`config.mk`:
```
export PLATFORM = sky130hd
export DESIGN_NAME = dpm_power_mux
export DESIGN_NICKNAME = d
export VERILOG_FILES = /design/src/common/dpm_pkg.sv /design/src/common/dpm_sense_if.sv /design/src/hdl/dpm_detect.sv /design/src/hdl/dpm_power_mux.sv /design/src/hdl/dpm_qual.sv
export SDC_FILE = /design/constraint.sdc
export NUM_CORES = 1
export LEC_CHECK = 0
export BUFFER_PORTS_ARGS = -buffer_cell sky130_fd_sc_hd__buf_2
export CAP_MARGIN = 25
export CELL_PAD_IN_SITES_DETAIL_PLACEMENT = 1
export CELL_PAD_IN_SITES_GLOBAL_PLACEMENT = 1
export CORE_MARGIN = 2
export CORE_UTILIZATION = 30
export CTS_BUF_LIST = sky130_fd_sc_hd__clkbuf_8
export DETAILED_ROUTE_END_ITERATION = 10
export PLACE_DENSITY_LB_ADDON = 0.08
export SETUP_SLACK_MARGIN = 0.2
export SLEW_MARGIN = 40
export SYNTH_ARGS = -nofsm -noshare
export SYNTH_HDL_FRONTEND = slang
export SYNTH_SLANG_ARGS = --single-unit
export TNS_END_PERCENT = 50
```
`constraint.sdc`:
```
create_clock -name core_clk_i -period 2.6 [get_ports core_clk_i]
set_input_delay 0.52 -clock core_clk_i [delete_from_list [all_inputs] [get_ports core_clk_i]]
set_output_delay 0.52 -clock core_clk_i [all_outputs]
set_load 0.02 [all_outputs]
```
`src/common/dpm_pkg.sv`:
```
// package: register map, field positions, reset values and state types of the power mux control
package dpm_pkg;

  ////////////////////////////////////////////////////////////////////////////////
  // register map (byte addresses, one aligned word each)
  localparam logic [11:0] ADDR_CTRL = 12'h000;
  localparam logic [11:0] ADDR_PATH = 12'h004;
  localparam logic [11:0] ADDR_STAT = 12'h008;

  // control word fields
  localparam int unsigned CTRL_GDIS_BIT = 0;
  localparam int unsigned CTRL_BOTH_BIT = 1;
  localparam int unsigned CTRL_HIZ_BIT = 2;
  // path word fields
  localparam int unsigned PATH_EN2_BIT = 6;
  localparam int unsigned PATH_EN1_BIT = 7;
  // status word fields
  localparam int unsigned STAT_GD1_BIT = 0;
  localparam int unsigned STAT_GD2_BIT = 1;
  localparam int unsigned STAT_FIT1_BIT = 2;
  localparam int unsigned STAT_FIT2_BIT = 3;
  localparam int unsigned STAT_CHG_BIT = 4;
  localparam int unsigned STAT_VALID1_BIT = 5;
  localparam int unsigned STAT_VALID2_BIT = 6;

  ////////////////////////////////////////////////////////////////////////////////
  // state types
  typedef enum logic [1:0] {ST_DETECT, ST_OPEN, ST_CHANGE, ST_CLOSED} dpm_state_t;

  typedef struct packed {
    dpm_state_t st;
    logic gdis;
    logic both_dis;
    logic hiz;
    logic en1;
    logic en2;
    logic gd1;
    logic gd2;
    logic conv_stop;
    logic pready;
    logic pslverr;
    logic [31:0] prdata;
  } dpm_core_t;

  typedef struct packed {
    logic done;
    logic fit1;
    logic fit2;
  } dpm_det_t;

  typedef struct packed {
    logic v1;
    logic v2;
    logic p1;
    logic p2;
    logic bus;
    logic oc;
  } dpm_qual_t;

  ////////////////////////////////////////////////////////////////////////////////
  // values after reset
  localparam dpm_core_t CORE_RST = '{st: ST_DETECT, gdis: 1'b0, both_dis: 1'b0, hiz: 1'b0,
                                     en1: 1'b0, en2: 1'b0, gd1: 1'b0, gd2: 1'b0,
                                     conv_stop: 1'b0, pready: 1'b0, pslverr: 1'b0,
                                     prdata: 32'h0000_0000};
  localparam dpm_det_t DET_RST = '{done: 1'b0, fit1: 1'b0, fit2: 1'b0};
  localparam dpm_qual_t QUAL_RST = '{v1: 1'b0, v2: 1'b0, p1: 1'b0, p2: 1'b0, bus: 1'b0, oc: 1'b0};

endpackage

```
`src/common/dpm_sense_if.sv`:
```
// interface: fitted pairs and qualified source conditions passed to the mux core
`timescale 1ns/10ps
interface dpm_sense_if;
  logic fit1;
  logic fit2;
  logic det_done;
  logic valid1;
  logic valid2;
  logic rise1;
  logic rise2;
  logic bus_present;
  logic bus_oc;
  modport det (output fit1, output fit2, output det_done);
  modport qual (output valid1, output valid2, output rise1, output rise2,
                output bus_present, output bus_oc);
  modport core (input fit1, input fit2, input det_done, input valid1, input valid2,
                input rise1, input rise2, input bus_present, input bus_oc);
endinterface

```
`src/hdl/dpm_detect.sv`:
```
// module: one-shot detection of fitted switch pairs after reset release
`timescale 1ns/10ps
module dpm_detect (
  // clock and reset
  input wire logic core_clk_i,
  input wire logic resetn_i,
  // gate drive short sense
  input wire logic gate_drive_one_short_i,
  input wire logic gate_drive_two_short_i,
  // results
  dpm_sense_if.det sense
);
  import dpm_pkg::*;

  dpm_det_t s;
  dpm_det_t n;

  // the pins are sampled on the first edge after release, drives still off
  always_comb begin
    n = s;
    if (!s.done) begin
      n.done = 1'b1;
      n.fit1 = ~gate_drive_one_short_i;
      n.fit2 = ~gate_drive_two_short_i;
    end
  end

  always_ff @(posedge core_clk_i) begin
    if (!resetn_i) begin
      s <= DET_RST;
    end else begin
      s <= n;
    end
  end

  assign sense.fit1 = s.fit1;
  assign sense.fit2 = s.fit2;
  assign sense.det_done = s.done;
endmodule // dpm_detect

```
`src/hdl/dpm_power_mux.sv`:
```
// module: dual input power mux control with apb registers
// Operation
// - both drives shorted at reset: no pairs, statuses 0, global disable 1, enables locked 0.
// - only drive one free: only pair one fitted, second status 0, enable two locked 0.
// - both pairs fitted at reset: both presence status bits read 1.
// - path status reads 0 when pair open, 1 when pair closed.
// - global disable 1 forces all drives off; 0 allows drives when conditions hold.
// - path enable 0 forces its drive off; 1 turns on only if conditions hold.
// - one pair fitted: valid source one sets enable one and closes pair one.
// - both pairs fitted: first source to become valid gets its pair closed.
// - simultaneous valid sources: path one wins, enable one set, pair two open.
// - second source appearing while first path is active keeps pair two open.
// - host may swap paths by exchanging both enable bits in one write.
// - host write setting both enables to 1 is ignored when both pairs are fitted.
// - path change opens old pair, waits bus below present, then closes new.
// - both valid and active source fails: device swaps to the other source.
// - autonomous swaps update both enable bits to show the active path.
// - writing 00 with only one valid source does not open both pairs.
// - both sources valid: 00 write or global disable opens both pairs.
// - drive turns on only if fitted, source valid, no blocks, bus low.
//
// Register access over APB and the register addresses were decided locally.
`timescale 1ns/10ps
module dpm_power_mux (
  // clock and reset
  input wire logic core_clk_i,
  input wire logic resetn_i,
  // apb slave
  input wire logic [11:0] paddr_i,
  input wire logic psel_i,
  input wire logic penable_i,
  input wire logic pwrite_i,
  input wire logic [31:0] pwdata_i,
  input wire logic [3:0] pstrb_i,
  output logic [31:0] prdata_o,
  output logic pready_o,
  output logic pslverr_o,
  // gate drive short sense
  input wire logic gate_drive_one_short_i,
  input wire logic gate_drive_two_short_i,
  // source and bus comparators
  input wire logic source_one_present_i,
  input wire logic source_one_overvoltage_i,
  input wire logic source_one_undervoltage_i,
  input wire logic source_two_present_i,
  input wire logic source_two_overvoltage_i,
  input wire logic source_two_undervoltage_i,
  input wire logic input_bus_node_present_i,
  input wire logic bus_overcurrent_i,
  // gate drives and converter hold
  output logic gate_drive_one_o,
  output logic gate_drive_two_o,
  output logic converter_stop_o
);
  import dpm_pkg::*;

  ////////////////////////////////////////////////////////////////////////////////
  // sense blocks

  dpm_sense_if sense ();

  dpm_detect u_detect (
    .core_clk_i(core_clk_i),
    .resetn_i(resetn_i),
    .gate_drive_one_short_i(gate_drive_one_short_i),
    .gate_drive_two_short_i(gate_drive_two_short_i),
    .sense(sense)
  );

  dpm_qual u_qual (
    .core_clk_i(core_clk_i),
    .resetn_i(resetn_i),
    .source_one_present_i(source_one_present_i),
    .source_one_overvoltage_i(source_one_overvoltage_i),
    .source_one_undervoltage_i(source_one_undervoltage_i),
    .source_two_present_i(source_two_present_i),
    .source_two_overvoltage_i(source_two_overvoltage_i),
    .source_two_undervoltage_i(source_two_undervoltage_i),
    .input_bus_node_present_i(input_bus_node_present_i),
    .bus_overcurrent_i(bus_overcurrent_i),
    .sense(sense)
  );

  ////////////////////////////////////////////////////////////////////////////////
  // decode helpers

  function automatic logic is_mapped(input logic [11:0] addr);
    is_mapped = (addr == ADDR_CTRL) || (addr == ADDR_PATH) || (addr == ADDR_STAT);
  endfunction

  function automatic logic [31:0] read_word(input logic [11:0] addr, input dpm_core_t c,
                                            input logic fit1, input logic fit2,
                                            input logic v1, input logic v2);
    read_word = 32'h0000_0000;
    case (addr)
      ADDR_CTRL: begin
        read_word[CTRL_GDIS_BIT] = c.gdis;
        read_word[CTRL_BOTH_BIT] = c.both_dis;
        read_word[CTRL_HIZ_BIT] = c.hiz;
      end
      ADDR_PATH: begin
        read_word[PATH_EN1_BIT] = c.en1;
        read_word[PATH_EN2_BIT] = c.en2;
      end
      ADDR_STAT: begin
        read_word[STAT_GD1_BIT] = c.gd1;
        read_word[STAT_GD2_BIT] = c.gd2;
        read_word[STAT_FIT1_BIT] = fit1;
        read_word[STAT_FIT2_BIT] = fit2;
        read_word[STAT_CHG_BIT] = c.conv_stop;
        read_word[STAT_VALID1_BIT] = v1;
        read_word[STAT_VALID2_BIT] = v2;
      end
      default: begin
        read_word = 32'h0000_0000;
      end
    endcase
  endfunction

  ////////////////////////////////////////////////////////////////////////////////
  // core state

  dpm_core_t s;
  dpm_core_t n;

  logic acc;
  logic wr_take;
  logic ctrl_wr;
  logic path_wr;
  logic w1;
  logic w2;
  logic rearm;
  logic a1;
  logic a2;
  logic bad1;
  logic bad2;
  logic block;
  logic ok1;
  logic ok2;
  logic pending;

  always_comb begin
    n = s;
    acc = psel_i & penable_i;
    // a write lands on the edge where pready is sampled high
    wr_take = acc & s.pready & pwrite_i & pstrb_i[0];
    ctrl_wr = wr_take & (paddr_i == ADDR_CTRL);
    path_wr = wr_take & (paddr_i == ADDR_PATH);
    w1 = pwdata_i[PATH_EN1_BIT] & sense.fit1;
    w2 = pwdata_i[PATH_EN2_BIT] & sense.fit2;

    // apb: one wait state, read data captured with pready
    n.pready = acc & ~s.pready;
    n.pslverr = 1'b0;
    if (acc && !s.pready) begin
      n.prdata = read_word(paddr_i, s, sense.fit1, sense.fit2, sense.valid1, sense.valid2);
      n.pslverr = ~is_mapped(paddr_i);
    end

    // control word
    if (ctrl_wr) begin
      n.gdis = pwdata_i[CTRL_GDIS_BIT];
      n.both_dis = pwdata_i[CTRL_BOTH_BIT];
      n.hiz = pwdata_i[CTRL_HIZ_BIT];
    end

    // path word: host swap, with the illegal and unsafe patterns dropped
    if (path_wr) begin
      if (w1 && w2) begin
        n.en1 = s.en1;
        n.en2 = s.en2;
      end else if (!w1 && !w2 && !(sense.valid1 && sense.valid2)) begin
        n.en1 = s.en1;
        n.en2 = s.en2;
      end else begin
        n.en1 = w1;
        n.en2 = w2;
      end
    end

    // clearing the global disable re-offers every valid source
    rearm = s.gdis & ~n.gdis;
    a1 = (sense.rise1 | (rearm & sense.valid1)) & sense.fit1;
    a2 = (sense.rise2 | (rearm & sense.valid2)) & sense.fit2;
    bad1 = s.en1 & (~sense.valid1 | (sense.bus_oc & s.gd1));
    bad2 = s.en2 & (~sense.valid2 | (sense.bus_oc & s.gd2));

    // autonomous selection; a host write in the same cycle has the last word
    if (!path_wr && !n.gdis) begin
      if (!s.en1 && !s.en2) begin
        if (a1) begin
          n.en1 = 1'b1;
        end else if (a2) begin
          n.en2 = 1'b1;
        end
      end else if (bad1 && sense.valid2 && sense.fit2) begin
        n.en1 = 1'b0;
        n.en2 = 1'b1;
      end else if (bad2 && sense.valid1 && sense.fit1) begin
        n.en2 = 1'b0;
        n.en1 = 1'b1;
      end
    end
    // limitation: a lasting bus overcurrent after a swap can swap back once the drive closes

    // global disable clears both enables so the host starts over cleanly
    if (n.gdis) begin
      n.en1 = 1'b0;
      n.en2 = 1'b0;
    end

    // locks from presence detection
    if (!sense.fit1) begin
      n.en1 = 1'b0;
    end
    if (!sense.fit2) begin
      n.en2 = 1'b0;
    end
    if (sense.det_done && !sense.fit1 && !sense.fit2) begin
      n.gdis = 1'b1;
      n.en1 = 1'b0;
      n.en2 = 1'b0;
    end

    // gate drives: break before make, new pair closes only with the bus low
    block = s.gdis | s.both_dis | s.hiz;
    ok1 = sense.fit1 & sense.valid1 & ~block & s.en1;
    ok2 = sense.fit2 & sense.valid2 & ~block & s.en2;
    n.gd1 = ok1 & (s.gd1 | (~s.gd2 & ~sense.bus_present));
    n.gd2 = ok2 & (s.gd2 | (~s.gd1 & ~sense.bus_present));
    if (!ok1 && !ok2) begin
      n.gd1 = 1'b0;
      n.gd2 = 1'b0;
    end
    pending = ok1 | ok2;

    // path sequencer; the converter is held off while a pair waits to close
    case (s.st)
      ST_DETECT: begin
        n.gd1 = 1'b0;
        n.gd2 = 1'b0;
        if (sense.det_done) begin
          n.st = ST_OPEN;
        end
      end
      ST_OPEN: begin
        if (n.gd1 || n.gd2) begin
          n.st = ST_CLOSED;
        end else if (pending) begin
          n.st = ST_CHANGE;
        end
      end
      ST_CHANGE: begin
        if (n.gd1 || n.gd2) begin
          n.st = ST_CLOSED;
        end else if (!pending) begin
          n.st = ST_OPEN;
        end
      end
      ST_CLOSED: begin
        if (!n.gd1 && !n.gd2) begin
          n.st = pending ? ST_CHANGE : ST_OPEN;
        end
      end
      default: begin
        n.st = ST_OPEN;
      end
    endcase
    n.conv_stop = (n.st == ST_CHANGE);
  end

  always_ff @(posedge core_clk_i) begin
    if (!resetn_i) begin
      s <= CORE_RST;
    end else begin
      s <= n;
    end
  end

  assign prdata_o = s.prdata;
  assign pready_o = s.pready;
  assign pslverr_o = s.pslverr;
  assign gate_drive_one_o = s.gd1;
  assign gate_drive_two_o = s.gd2;
  assign converter_stop_o = s.conv_stop;
endmodule // dpm_power_mux

```
`src/hdl/dpm_qual.sv`:
```
// module: qualification of both switched sources and the input bus
`timescale 1ns/10ps
module dpm_qual (
  // clock and reset
  input wire logic core_clk_i,
  input wire logic resetn_i,
  // source and bus comparators
  input wire logic source_one_present_i,
  input wire logic source_one_overvoltage_i,
  input wire logic source_one_undervoltage_i,
  input wire logic source_two_present_i,
  input wire logic source_two_overvoltage_i,
  input wire logic source_two_undervoltage_i,
  input wire logic input_bus_node_present_i,
  input wire logic bus_overcurrent_i,
  // results
  dpm_sense_if.qual sense
);
  import dpm_pkg::*;

  dpm_qual_t s;
  dpm_qual_t n;

  always_comb begin
    n = s;
    n.v1 = source_one_present_i & ~source_one_overvoltage_i & ~source_one_undervoltage_i;
    n.v2 = source_two_present_i & ~source_two_overvoltage_i & ~source_two_undervoltage_i;
    n.p1 = s.v1;
    n.p2 = s.v2;
    n.bus = input_bus_node_present_i;
    n.oc = bus_overcurrent_i;
  end

  always_ff @(posedge core_clk_i) begin
    if (!resetn_i) begin
      s <= QUAL_RST;
    end else begin
      s <= n;
    end
  end

  assign sense.valid1 = s.v1;
  assign sense.valid2 = s.v2;
  assign sense.rise1 = s.v1 & ~s.p1;
  assign sense.rise2 = s.v2 & ~s.p2;
  assign sense.bus_present = s.bus;
  assign sense.bus_oc = s.oc;
endmodule // dpm_qual

```
### Word level (Yosys, flattened, before mapping)

Cells that the tools add are included.

| storage, ports and cells | value |
|---|---|
| logic and storage cells | 153 |
| output and inout bits | 37 |
| bits in registers | 29 |

| cells by class | value |
|---|---|
| reductions and logical operators | 38 |
| multiplexer cells | 25 |
| bitwise gates (word level) | 63 |
| eq/ne operators | 6 |

Operator list:

| cell | number |
|---|---|
| $and A1 B1 Y1 | 34 |
| $mux W2 | 15 |
| $not A1 Y1 | 20 |
| $logic_and A1 B1 Y1 | 15 |
| $logic_not A1 Y1 | 14 |
| $eq A12 B3 Y1 const B | 1 |
| $eq A12 B4 Y1 const B | 1 |
| $logic_not A12 Y1 | 1 |
| $or A1 B1 Y1 | 9 |
| $pmux W2 S4 | 1 |
| $reduce_or A4 Y1 | 2 |
| $eq A2 B2 Y1 const B | 3 |
| $mux W3 | 2 |
| $pmux W3 S2 | 1 |
| $mux W1 | 5 |
| $logic_or A1 B1 Y1 | 3 |
| $eq A2 B1 Y1 const B | 1 |
| $logic_not A2 Y1 | 1 |
| $pmux W1 S2 | 1 |
| $reduce_and A2 Y1 | 1 |
| $reduce_or A2 Y1 | 1 |

### Depth between registers and ports, before layout

Gate-level depths: netlist (run 1).

| logic depth | value |
|---|---|
| word-level depth | 15 |
| depth in mapped cells | 7 |
| mapped depth without buffers | 5 |

### Hierarchy

Synthesis (run 1) repeated with hierarchy kept, for this count alone.

| unflattened totals | value |
|---|---|
| cells, all modules | 199 |
| area total of the unflattened synthesis | 1677.9 um^2 |

By module, submodules not included:

| module | cells an instance | times used | area each (um^2) | seq. area each (um^2) |
|---|---|---|---|---|
| dpm_power_mux | 176 | 1 | 1387.6 | 400.4 |
| dpm_qual | 14 | 1 | 187.7 | 120.1 |
| dpm_detect | 9 | 1 | 102.6 | 60.1 |

### Worst setup path after synthesis (run 1)

No wires, ideal clock.

| timing | value |
|---|---|
| kind | input port to flip-flop |
| start | in paddr_i[11] |
| end | reg s[38] in the netlist's numbering |
| path slack | 431 ps |
| arrival | 2109 ps |
| cell stages on the path | 6 |
| cells stage by stage | or4_4 nor3_2 and3b_2 buf_2 mux2i_1 o2111a_1 |

| on the way | value |
|---|---|
| cells in the longest elaborated chain, start to end | 11 |

Ends and longest elaborated chain:

| what | line | text |
|---|---|---|
| start, declared | dpm_power_mux.sv:29 | `input wire logic [11:0] paddr_i,` |
| $logic_not A12 Y1 | dpm_power_mux.sv:147 | `ctrl_wr = wr_take & (paddr_i == ADDR_CTRL);` |
| $and A1 B1 Y1 | dpm_power_mux.sv:147 |  |
| $mux W3 | dpm_power_mux.sv:161 | `if (ctrl_wr) begin` |
| $not A1 Y1 | dpm_power_mux.sv:182 | `rearm = s.gdis & ~n.gdis;` |
| $and A1 B1 Y1 | dpm_power_mux.sv:182 |  |
| $and A1 B1 Y1 | dpm_power_mux.sv:183 | `a1 = (sense.rise1 \| (rearm & sense.valid1)) & sense.fit1;` |
| $or A1 B1 Y1 | dpm_power_mux.sv:183 |  |
| $and A1 B1 Y1 | dpm_power_mux.sv:183 |  |
| $mux W1 | dpm_power_mux.sv:191 | `if (a1) begin` |
| $mux W2 | dpm_power_mux.sv:190 | `if (!s.en1 && !s.en2) begin` |
| $mux W2 | dpm_power_mux.sv:189 | `if (!path_wr && !n.gdis) begin` |
| end signal, assigned | dpm_power_mux.sv:276 | `s <= n;` |
| end, declared | dpm_power_mux.sv:123 | `dpm_core_t s;` |

Several ways; a longest one is shown, not always the timed one.
A chain may end at the register's enable or synchronous reset.

### Final worst setup path (run 1)

Same ends and word-level chain as after synthesis.

==> impl_metrics.csv, run 1 <==
group,metric,value,unit
worst_setup_path,path_cells,"buf_2, or4_4, nor3_2, and3b_2, mux2i_1, o2111a_1",
logic_synthesis,synth_area,1630,um^2
global_route,grt.total_usage,0.136,
global_route,antenna_found_initial,0,
clock_tree,clk_path_buf_depth,2,
clock_tree,htree_levels,2,
worst_setup_path,max_stage_delay,0.55,ns
logic_synthesis,syn-instance-count,191,
worst_setup_path,cp-end-kind,"flop",
global_route,grt_pass1_wl,6600,um
die,die_h,77.6,um
worst_setup_path,cp.arrival,2.29,ns
worst_setup_path,r2r_slack,0.90,ns
worst_setup_path,cp_slowest_cell,"or4_4",
logic_synthesis,ys.flop_type,"dfxtp_1",
min_path,min_from,"source_one_undervoltage_i",
die,die_w,77.6,um
min_path,hold_depth,2,
drt,finalWirelength,3920,um
timing,finalCritPeriodShare,0.797,
worst_setup_path,cp.required,2.82,ns
finish,layout.nets,290,
die,num_rows,26,
min_path,hp-class,"in -> reg",
power_and_ir_drop,ir_worst_vdd,0.000216,V
timing,rsz0062_at_grt,"no",
global_route,grt_overflow,0,
timing,finalHoldViolCount,0,
finish,drive_gt1_frac,0.292,
global_route,grt_pass1_vias,1443,
clock_tree,clkTransAtPathRegs,0.06,ns
timing,max_freq,483,MHz
drt,wire_per_inst,13.2,um
die,die-area,6020,um^2
clock_tree,cts.sinks,29,
worst_setup_path,critPathMaxFanout,3,
worst_setup_path,rr_startpoint,"pready_o",
drt,first_pass_iters,4,
drt,antenna_left,0,
placed_design,place.gp.congestion,0.765,
power_and_ir_drop,total_power,0.000908,W
clock_tree,cts_tree,"done",
logic_synthesis,async_flop_share,0,
drt,drtIter0Drc,37,
drt,via_per_inst,4.64,
worst_setup_path,crit_start,"paddr_i[11]",
logic_synthesis,ys_seq_area_frac,0.357,
clock_tree,cts_setup_buffers,0,
timing,setup_tns,0,ns
die,ios,100,
logic_synthesis,ys_types,39,
placed_design,dp.final_hpwl,3060,um
placed_design,io_buffer_count,45,
status,status,"complete, no violations",
clock_tree,cts_resized,0,
clock_tree,cts_made_buffers,5,
clock_tree,cts_root_buf,"clkbuf_8",
finish,n_antenna_cell,0,
clock_tree,holdBufCountCts,0,
worst_setup_path,crit_type,"in -> reg",
timing,finalSetupViolations,0,
global_route,grt_max_degree,26,
timing,clock_skew,0.00338,ns
power_and_ir_drop,pwr_density_cell,496,nW/um^2
die,core_area,5170,um^2
logic_synthesis,synth_warnings,0,
drt,vias,1372,
drt,drc_errors,0,
clock_tree,clk_latency,0.28,ns
worst_setup_path,reg2reg_depth,5,
logic_synthesis,yosys_register_bits,29,
logic_synthesis,synth-edff-count,0,
finish,area_growth,12.6,%
finish,fillCellCount,656,
flow_run,maxCapViolCount,0,
power_and_ir_drop,cellLeakagePower,0.798,nW
timing,min_period,2.07,ns
timing,drv_slew,0,
worst_setup_path,startpoint_type,"primary input",
die,start_util,0.314,
logic_synthesis,syn_area_per_cell,8.51,um^2
cell usage in the layout (no fill, tap or decap), types with 4 or more instances in the layout:
cell / n
nand3_1: 7
inv_1: 4
clkbuf_8: 5
mux2i_1: 6
dfxtp_1: 29
nand4_1: 6
o21ai_0: 5
a21boi_0: 11
nor2b_1: 4
nand2_1: 21
nor3_1: 6
or2_2: 4
buf_2: 45
nor2_1: 9
conb_1: 24
and2_1: 7
synthesized netlist by cell type, types with 2 or more instances:
cell type  count  area (um^2)
a21boi_0      11         82.6
a21oi_1        3         15.0
a31oi_1        3         18.8
and2_1         7         43.8
and3_1         2         12.5
buf_4         32          240
clkbuf_1       7         26.3
dfxtp_1       29          581
inv_1          4         15.0
mux2_2         3         33.8
mux2i_1        6         60.1
nand2_1       21         78.8
nand3_1        7         35.0
nand4_1        6         37.5
nor2_1         9         33.8
nor2b_1        4         25.0
nor3_1         6         30.0
o2111a_1       2         22.5
o21ai_0        5         25.0
or2_2          4         25.0
or4_4          2         22.5
kinds of logic after synthesis:
logic type	count (synthesis)	share of synthesized area
multiplexers	9	0.0577
buffers and inverters	45	0.183
other	1	0.00231
AND/OR/NAND/NOR	73	0.247
flip-flops	29	0.357
AO/OA/AOI/OAI	34	0.152
routing by layer:
metal	wire, um	up-vias	part of all wire	global-route usage
met5	0	-	0	0
met2	1830	54	0.47	0.231
li1	-	677	-	-
met4	51	0	0.013	0.0536
met3	298	5	0.076	0.0395
met1	1750	636	0.45	0.161
worst max-delay path: cells and delay by family:
family	cells	cell delay [ns]
multiplexers	1	0.36
AND/OR/NAND/NOR	3	1.06
AO/OA/AOI/OAI	1	0.26
buffers and inverters	1	0.09
state kept, by name, summed over array words and instances, names as in the netlist:
| register | flops |
|---|---|
| pslverr_o | 1 |
| u_qual.s | 2 |
| u_qual.sense.valid2 | 1 |
| u_detect.sense.fit1 | 1 |
| u_detect.sense.fit2 | 1 |
| u_qual.sense.valid1 | 1 |
| converter_stop_o | 1 |
| pready_o | 1 |
| s | 7 |
| u_qual.sense.bus_oc | 1 |
| u_detect.sense.det_done | 1 |
| gate_drive_two_o | 1 |
| prdata_o | 8 |
| gate_drive_one_o | 1 |
| u_qual.sense.bus_present | 1 |
area by class of cell:
type / instances / area, um^2 / area share
clock buffers: 5 / 68.8 / 0.0376
clock inverters: 1 / 5.00 / 0.00273
inverters: 4 / 15.0 / 0.00820
multi-input cells: 140 / 833 / 0.455
flip-flops and latches: 29 / 581 / 0.317
well taps: 70 / 87.6 / 0.0478
repair buffers: 47 / 240 / 0.131
where the power goes:
group	switching [W]	internal, W	leakage (nW)
Sequential	0.0000123	0.000454	0.236
Clock	0.000159	0.000175	0.0399
Combinational	0.0000696	0.0000373	0.522
Total	0.000241	0.000667	0.798
stage by stage:
stage	area [um^2]	util	hold slack, ns	setup WS [ns]	instances
floorplan	1710	-	0.441	0.431	214
finish	1830	0.354	0.400	0.528	296
detailed placement	1760	0.340	0.459	0.203	290
global placement	1760	0.340	0.452	0.234	290
global route	1830	0.354	0.393	0.383	296
CTS	1830	0.354	0.393	0.493	296
final timing paths:
path                                             to
worst max-delay path                          s[38]
worst min-delay path            u_qual.sense.valid1
worst max register to register                s[38]
worst min register to register          prdata_o[2]
No activity file was read; power rests on OpenSTA's default activity.
==> run 2: changes to the inputs <==
--- a/config.mk
+++ b/config.mk
@@ -5,12 +5,13 @@
 export SDC_FILE = /design/constraint.sdc
 export NUM_CORES = 1
 export LEC_CHECK = 0
+export ABC_AREA = 1
 export BUFFER_PORTS_ARGS = -buffer_cell sky130_fd_sc_hd__buf_2
 export CAP_MARGIN = 25
 export CELL_PAD_IN_SITES_DETAIL_PLACEMENT = 1
 export CELL_PAD_IN_SITES_GLOBAL_PLACEMENT = 1
 export CORE_MARGIN = 2
-export CORE_UTILIZATION = 30
+export CORE_UTILIZATION = 29
 export CTS_BUF_LIST = sky130_fd_sc_hd__clkbuf_8
 export DETAILED_ROUTE_END_ITERATION = 10
 export PLACE_DENSITY_LB_ADDON = 0.08
==> constraint.sdc (replaced) <==
create_clock -name core_clk_i -period 2 [get_ports core_clk_i]
set_input_delay 0.4 -clock core_clk_i [delete_from_list [all_inputs] [get_ports core_clk_i]]
set_output_delay 0.4 -clock core_clk_i [all_outputs]
set_load 0.02 [all_outputs]
==> impl_metrics.csv, run 2 <==
group,metric,value,unit
status,status,"complete, no violations",
min_path,hp-class,"in -> reg",
logic_synthesis,syn-instance-count,242,
power_and_ir_drop,ir_worst_vdd,0.000300,V
die,die_w,79.7,um
global_route,antenna_found_initial,0,
placed_design,dp.final_hpwl,3320,um
worst_setup_path,cp-end-kind,"flop",
timing,drv_slew,0,
finish,layout.nets,347,
clock_tree,holdBufCountCts,0,
worst_setup_path,critPathMaxFanout,3,
logic_synthesis,yosys.area_share.simple,0.288,
power_and_ir_drop,cellLeakagePower,1.03,nW
finish,largest_register_ffs,8,
logic_synthesis,syn_area_per_cell,6.86,um^2
finish,area_growth,15.1,%
worst_setup_path,crit_type,"reg -> reg",
timing,max_freq,650,MHz
timing,rsz0062_at_grt,"no",
power_and_ir_drop,pwr_density_cell,657,nW/um^2
drt,via_per_inst,4.16,
global_route,grt.total_usage,0.142,
die,core_area,5510,um^2
global_route,grt_overflow,0,
clock_tree,cts.sinks,29,
timing,slew_headroom,0.645,
logic_synthesis,synth_top_family_by_area,"simple AND/OR/NAND/NOR gates",
timing,tightest_slew,0.529,ns
drt,vias,1481,
logic_synthesis,ys_seq_area_frac,0.350,
clock_tree,cts_tree,"done",
drt,first_pass_iters,4,
worst_setup_path,cp.arrival,1.70,ns
clock_tree,clk_latency,0.27,ns
logic_synthesis,ys.flop_type,"dfxtp_1",
die,start_util,0.302,
finish,final_common_cell,"buf_2",
drt,antenna_left,0,
logic_synthesis,yosysMostFrequentCell,"nand2_1",
worst_setup_path,reg2reg_depth,7,
drt,drc_errors,0,
logic_synthesis,async_flop_share,0,
logic_synthesis,ys_types,28,
placed_design,dpl-instance-area,1820,um^2
clock_tree,cts_root_buf,"clkbuf_8",
die,ios,100,
timing,clock_skew,0.00244,ns
drt,drtIter0Drc,18,
logic_synthesis,synth-compound-area-share,0.120,
finish,stdcell_area,1910,um^2
logic_synthesis,synth_warnings,0,
logic_synthesis,synth_area,1660,um^2
clock_tree,cts_made_buffers,5,
die,num_rows,27,
clock_tree,clkTransAtPathRegs,0.06,ns
logic_synthesis,synth_mux_area_frac,0,
clock_tree,htree_levels,2,
timing,setup_tns,0,ns
worst_setup_path,startpoint_type,"flop",
placed_design,place.gp.congestion,0.778,
worst_setup_path,crit_start,"pready_o",
logic_synthesis,yosys_register_bits,29,
die,die_h,79.7,um
finish,drive_gt1_frac,0.239,
drt,finalWirelength,4080,um
worst_setup_path,cp.required,2.16,ns
placed_design,io_buffer_count,45,
logic_synthesis,synthAdderAreaFrac,0,
min_path,min_from,"source_one_undervoltage_i",
logic_synthesis,synth_top_area_share,0.350,
die,die-area,6350,um^2
global_route,grt_pass1_wl,6890,um
finish,fillCellCount,745,
min_path,hold_depth,2,
logic_synthesis,synthXorXnorAreaFrac,0,
global_route,grt_pass1_vias,1507,
logic_synthesis,synth_area_leader_cell,"dfxtp_1",
finish,n_antenna_cell,0,
timing,finalHoldViolCount,0,
clock_tree,cts_resized,0,
timing,finalCritPeriodShare,0.769,
timing,finalSetupViolations,0,
logic_synthesis,synth-edff-count,0,
finish,layout_common_cells,"45 x buf_2, 43 x nand2_1, 37 x inv_1",
flow_run,maxCapViolCount,0,
worst_setup_path,rr_startpoint,"pready_o",
logic_synthesis,synth_common_cells,"43 x nand2_1, 36 x inv_1, 32 x buf_4, 30 x nor2_1, 29 x dfxtp_1",
drt,wire_per_inst,11.4,um
timing,min_period,1.54,ns
clock_tree,cts_setup_buffers,0,
clock_tree,clk_path_buf_depth,2,
global_route,grt_max_degree,18,
logic_synthesis,ys_top_cells_by_area,"dfxtp_1 35%, buf_4 14%, nand2_1 9.7%",
-- run 2: changes by cell type in the layout (fill, tap and decap cells not counted), moves of 6 or more --
cell | before | now
o21ai_0 | 5 | 12
a21oi_1 | 3 | 10
a21boi_0 | 11 | 0
nor2_1 | 9 | 30
and2_1 | 7 | 0
nand2_1 | 21 | 43
mux2i_1 | 6 | 0
inv_1 | 4 | 37
-- run 2: area by class of cell --
cell class | instances | area, um^2 | area share
clock buffers | 6 | 82.6 | 0.0432
well taps | 72 | 90.1 | 0.0472
clock inverters | 1 | 3.75 | 0.00196
inverters | 39 | 146 | 0.0766
flip-flops and latches | 29 | 581 | 0.304
repair buffers | 47 | 240 | 0.126
multi-input cells | 162 | 767 | 0.401
-- run 2: cell families (layout without fill, tap and decap cells) --
group | count (synthesis) | count (layout)
buffers and inverters | 74 | 93
AND/OR/NAND/NOR | 104 | 104
other | 1 | 24
AO/OA/AOI/OAI | 34 | 34
flip-flops | 29 | 29
-- run 2: stage by stage --
stage	setup slack, ns	hold slack, ns	utilization	cells	power [W]
2_1_floorplan	0.543	0.428	-	265	0.000782
3_3_place_gp	0.297	0.456	0.331	349	0.000799
3_5_place_dp	0.300	0.458	0.331	349	0.000802
4_1_cts	0.435	0.269	0.347	356	0.00128
5_1_grt	0.284	0.282	0.347	356	0.00133
6_report	0.462	0.286	0.347	356	0.00126
-- run 2: worst paths after layout --
kind | slack [ns] | endpoint
hold reg to reg | 0.46 | prdata_o[3]
setup reg to reg | 0.46 | s[38]
hold / removal | 0.29 | u_qual.sense.valid1
setup / recovery | 0.46 | s[38]
-- run 2: routing by layer --
layer / part of all wire / up-vias / GRT usage
met1: 0.49 / 649 / 0.184
li1: - / 781 / -
met3: 0.064 / 5 / 0.0396
met5: 0 / - / 0
met4: 0.010 / 0 / 0.0466
met2: 0.44 / 46 / 0.226
-- run 2: report_power, final --
group,switching [W],internal (W)
logic,0.000121,0.0000552
registers,0.0000150,0.000597
clock network,0.000201,0.000267
-- run 2: critical path, stage by stage, from the launching register on --
cell and delay [ns]:
dfxtp_1 0.35, nand3_1 0.08, nor2_1 0.28, inv_1 0.15
nor2_2 0.16, inv_2 0.06, o31ai_1 0.26, a21oi_2 0.09
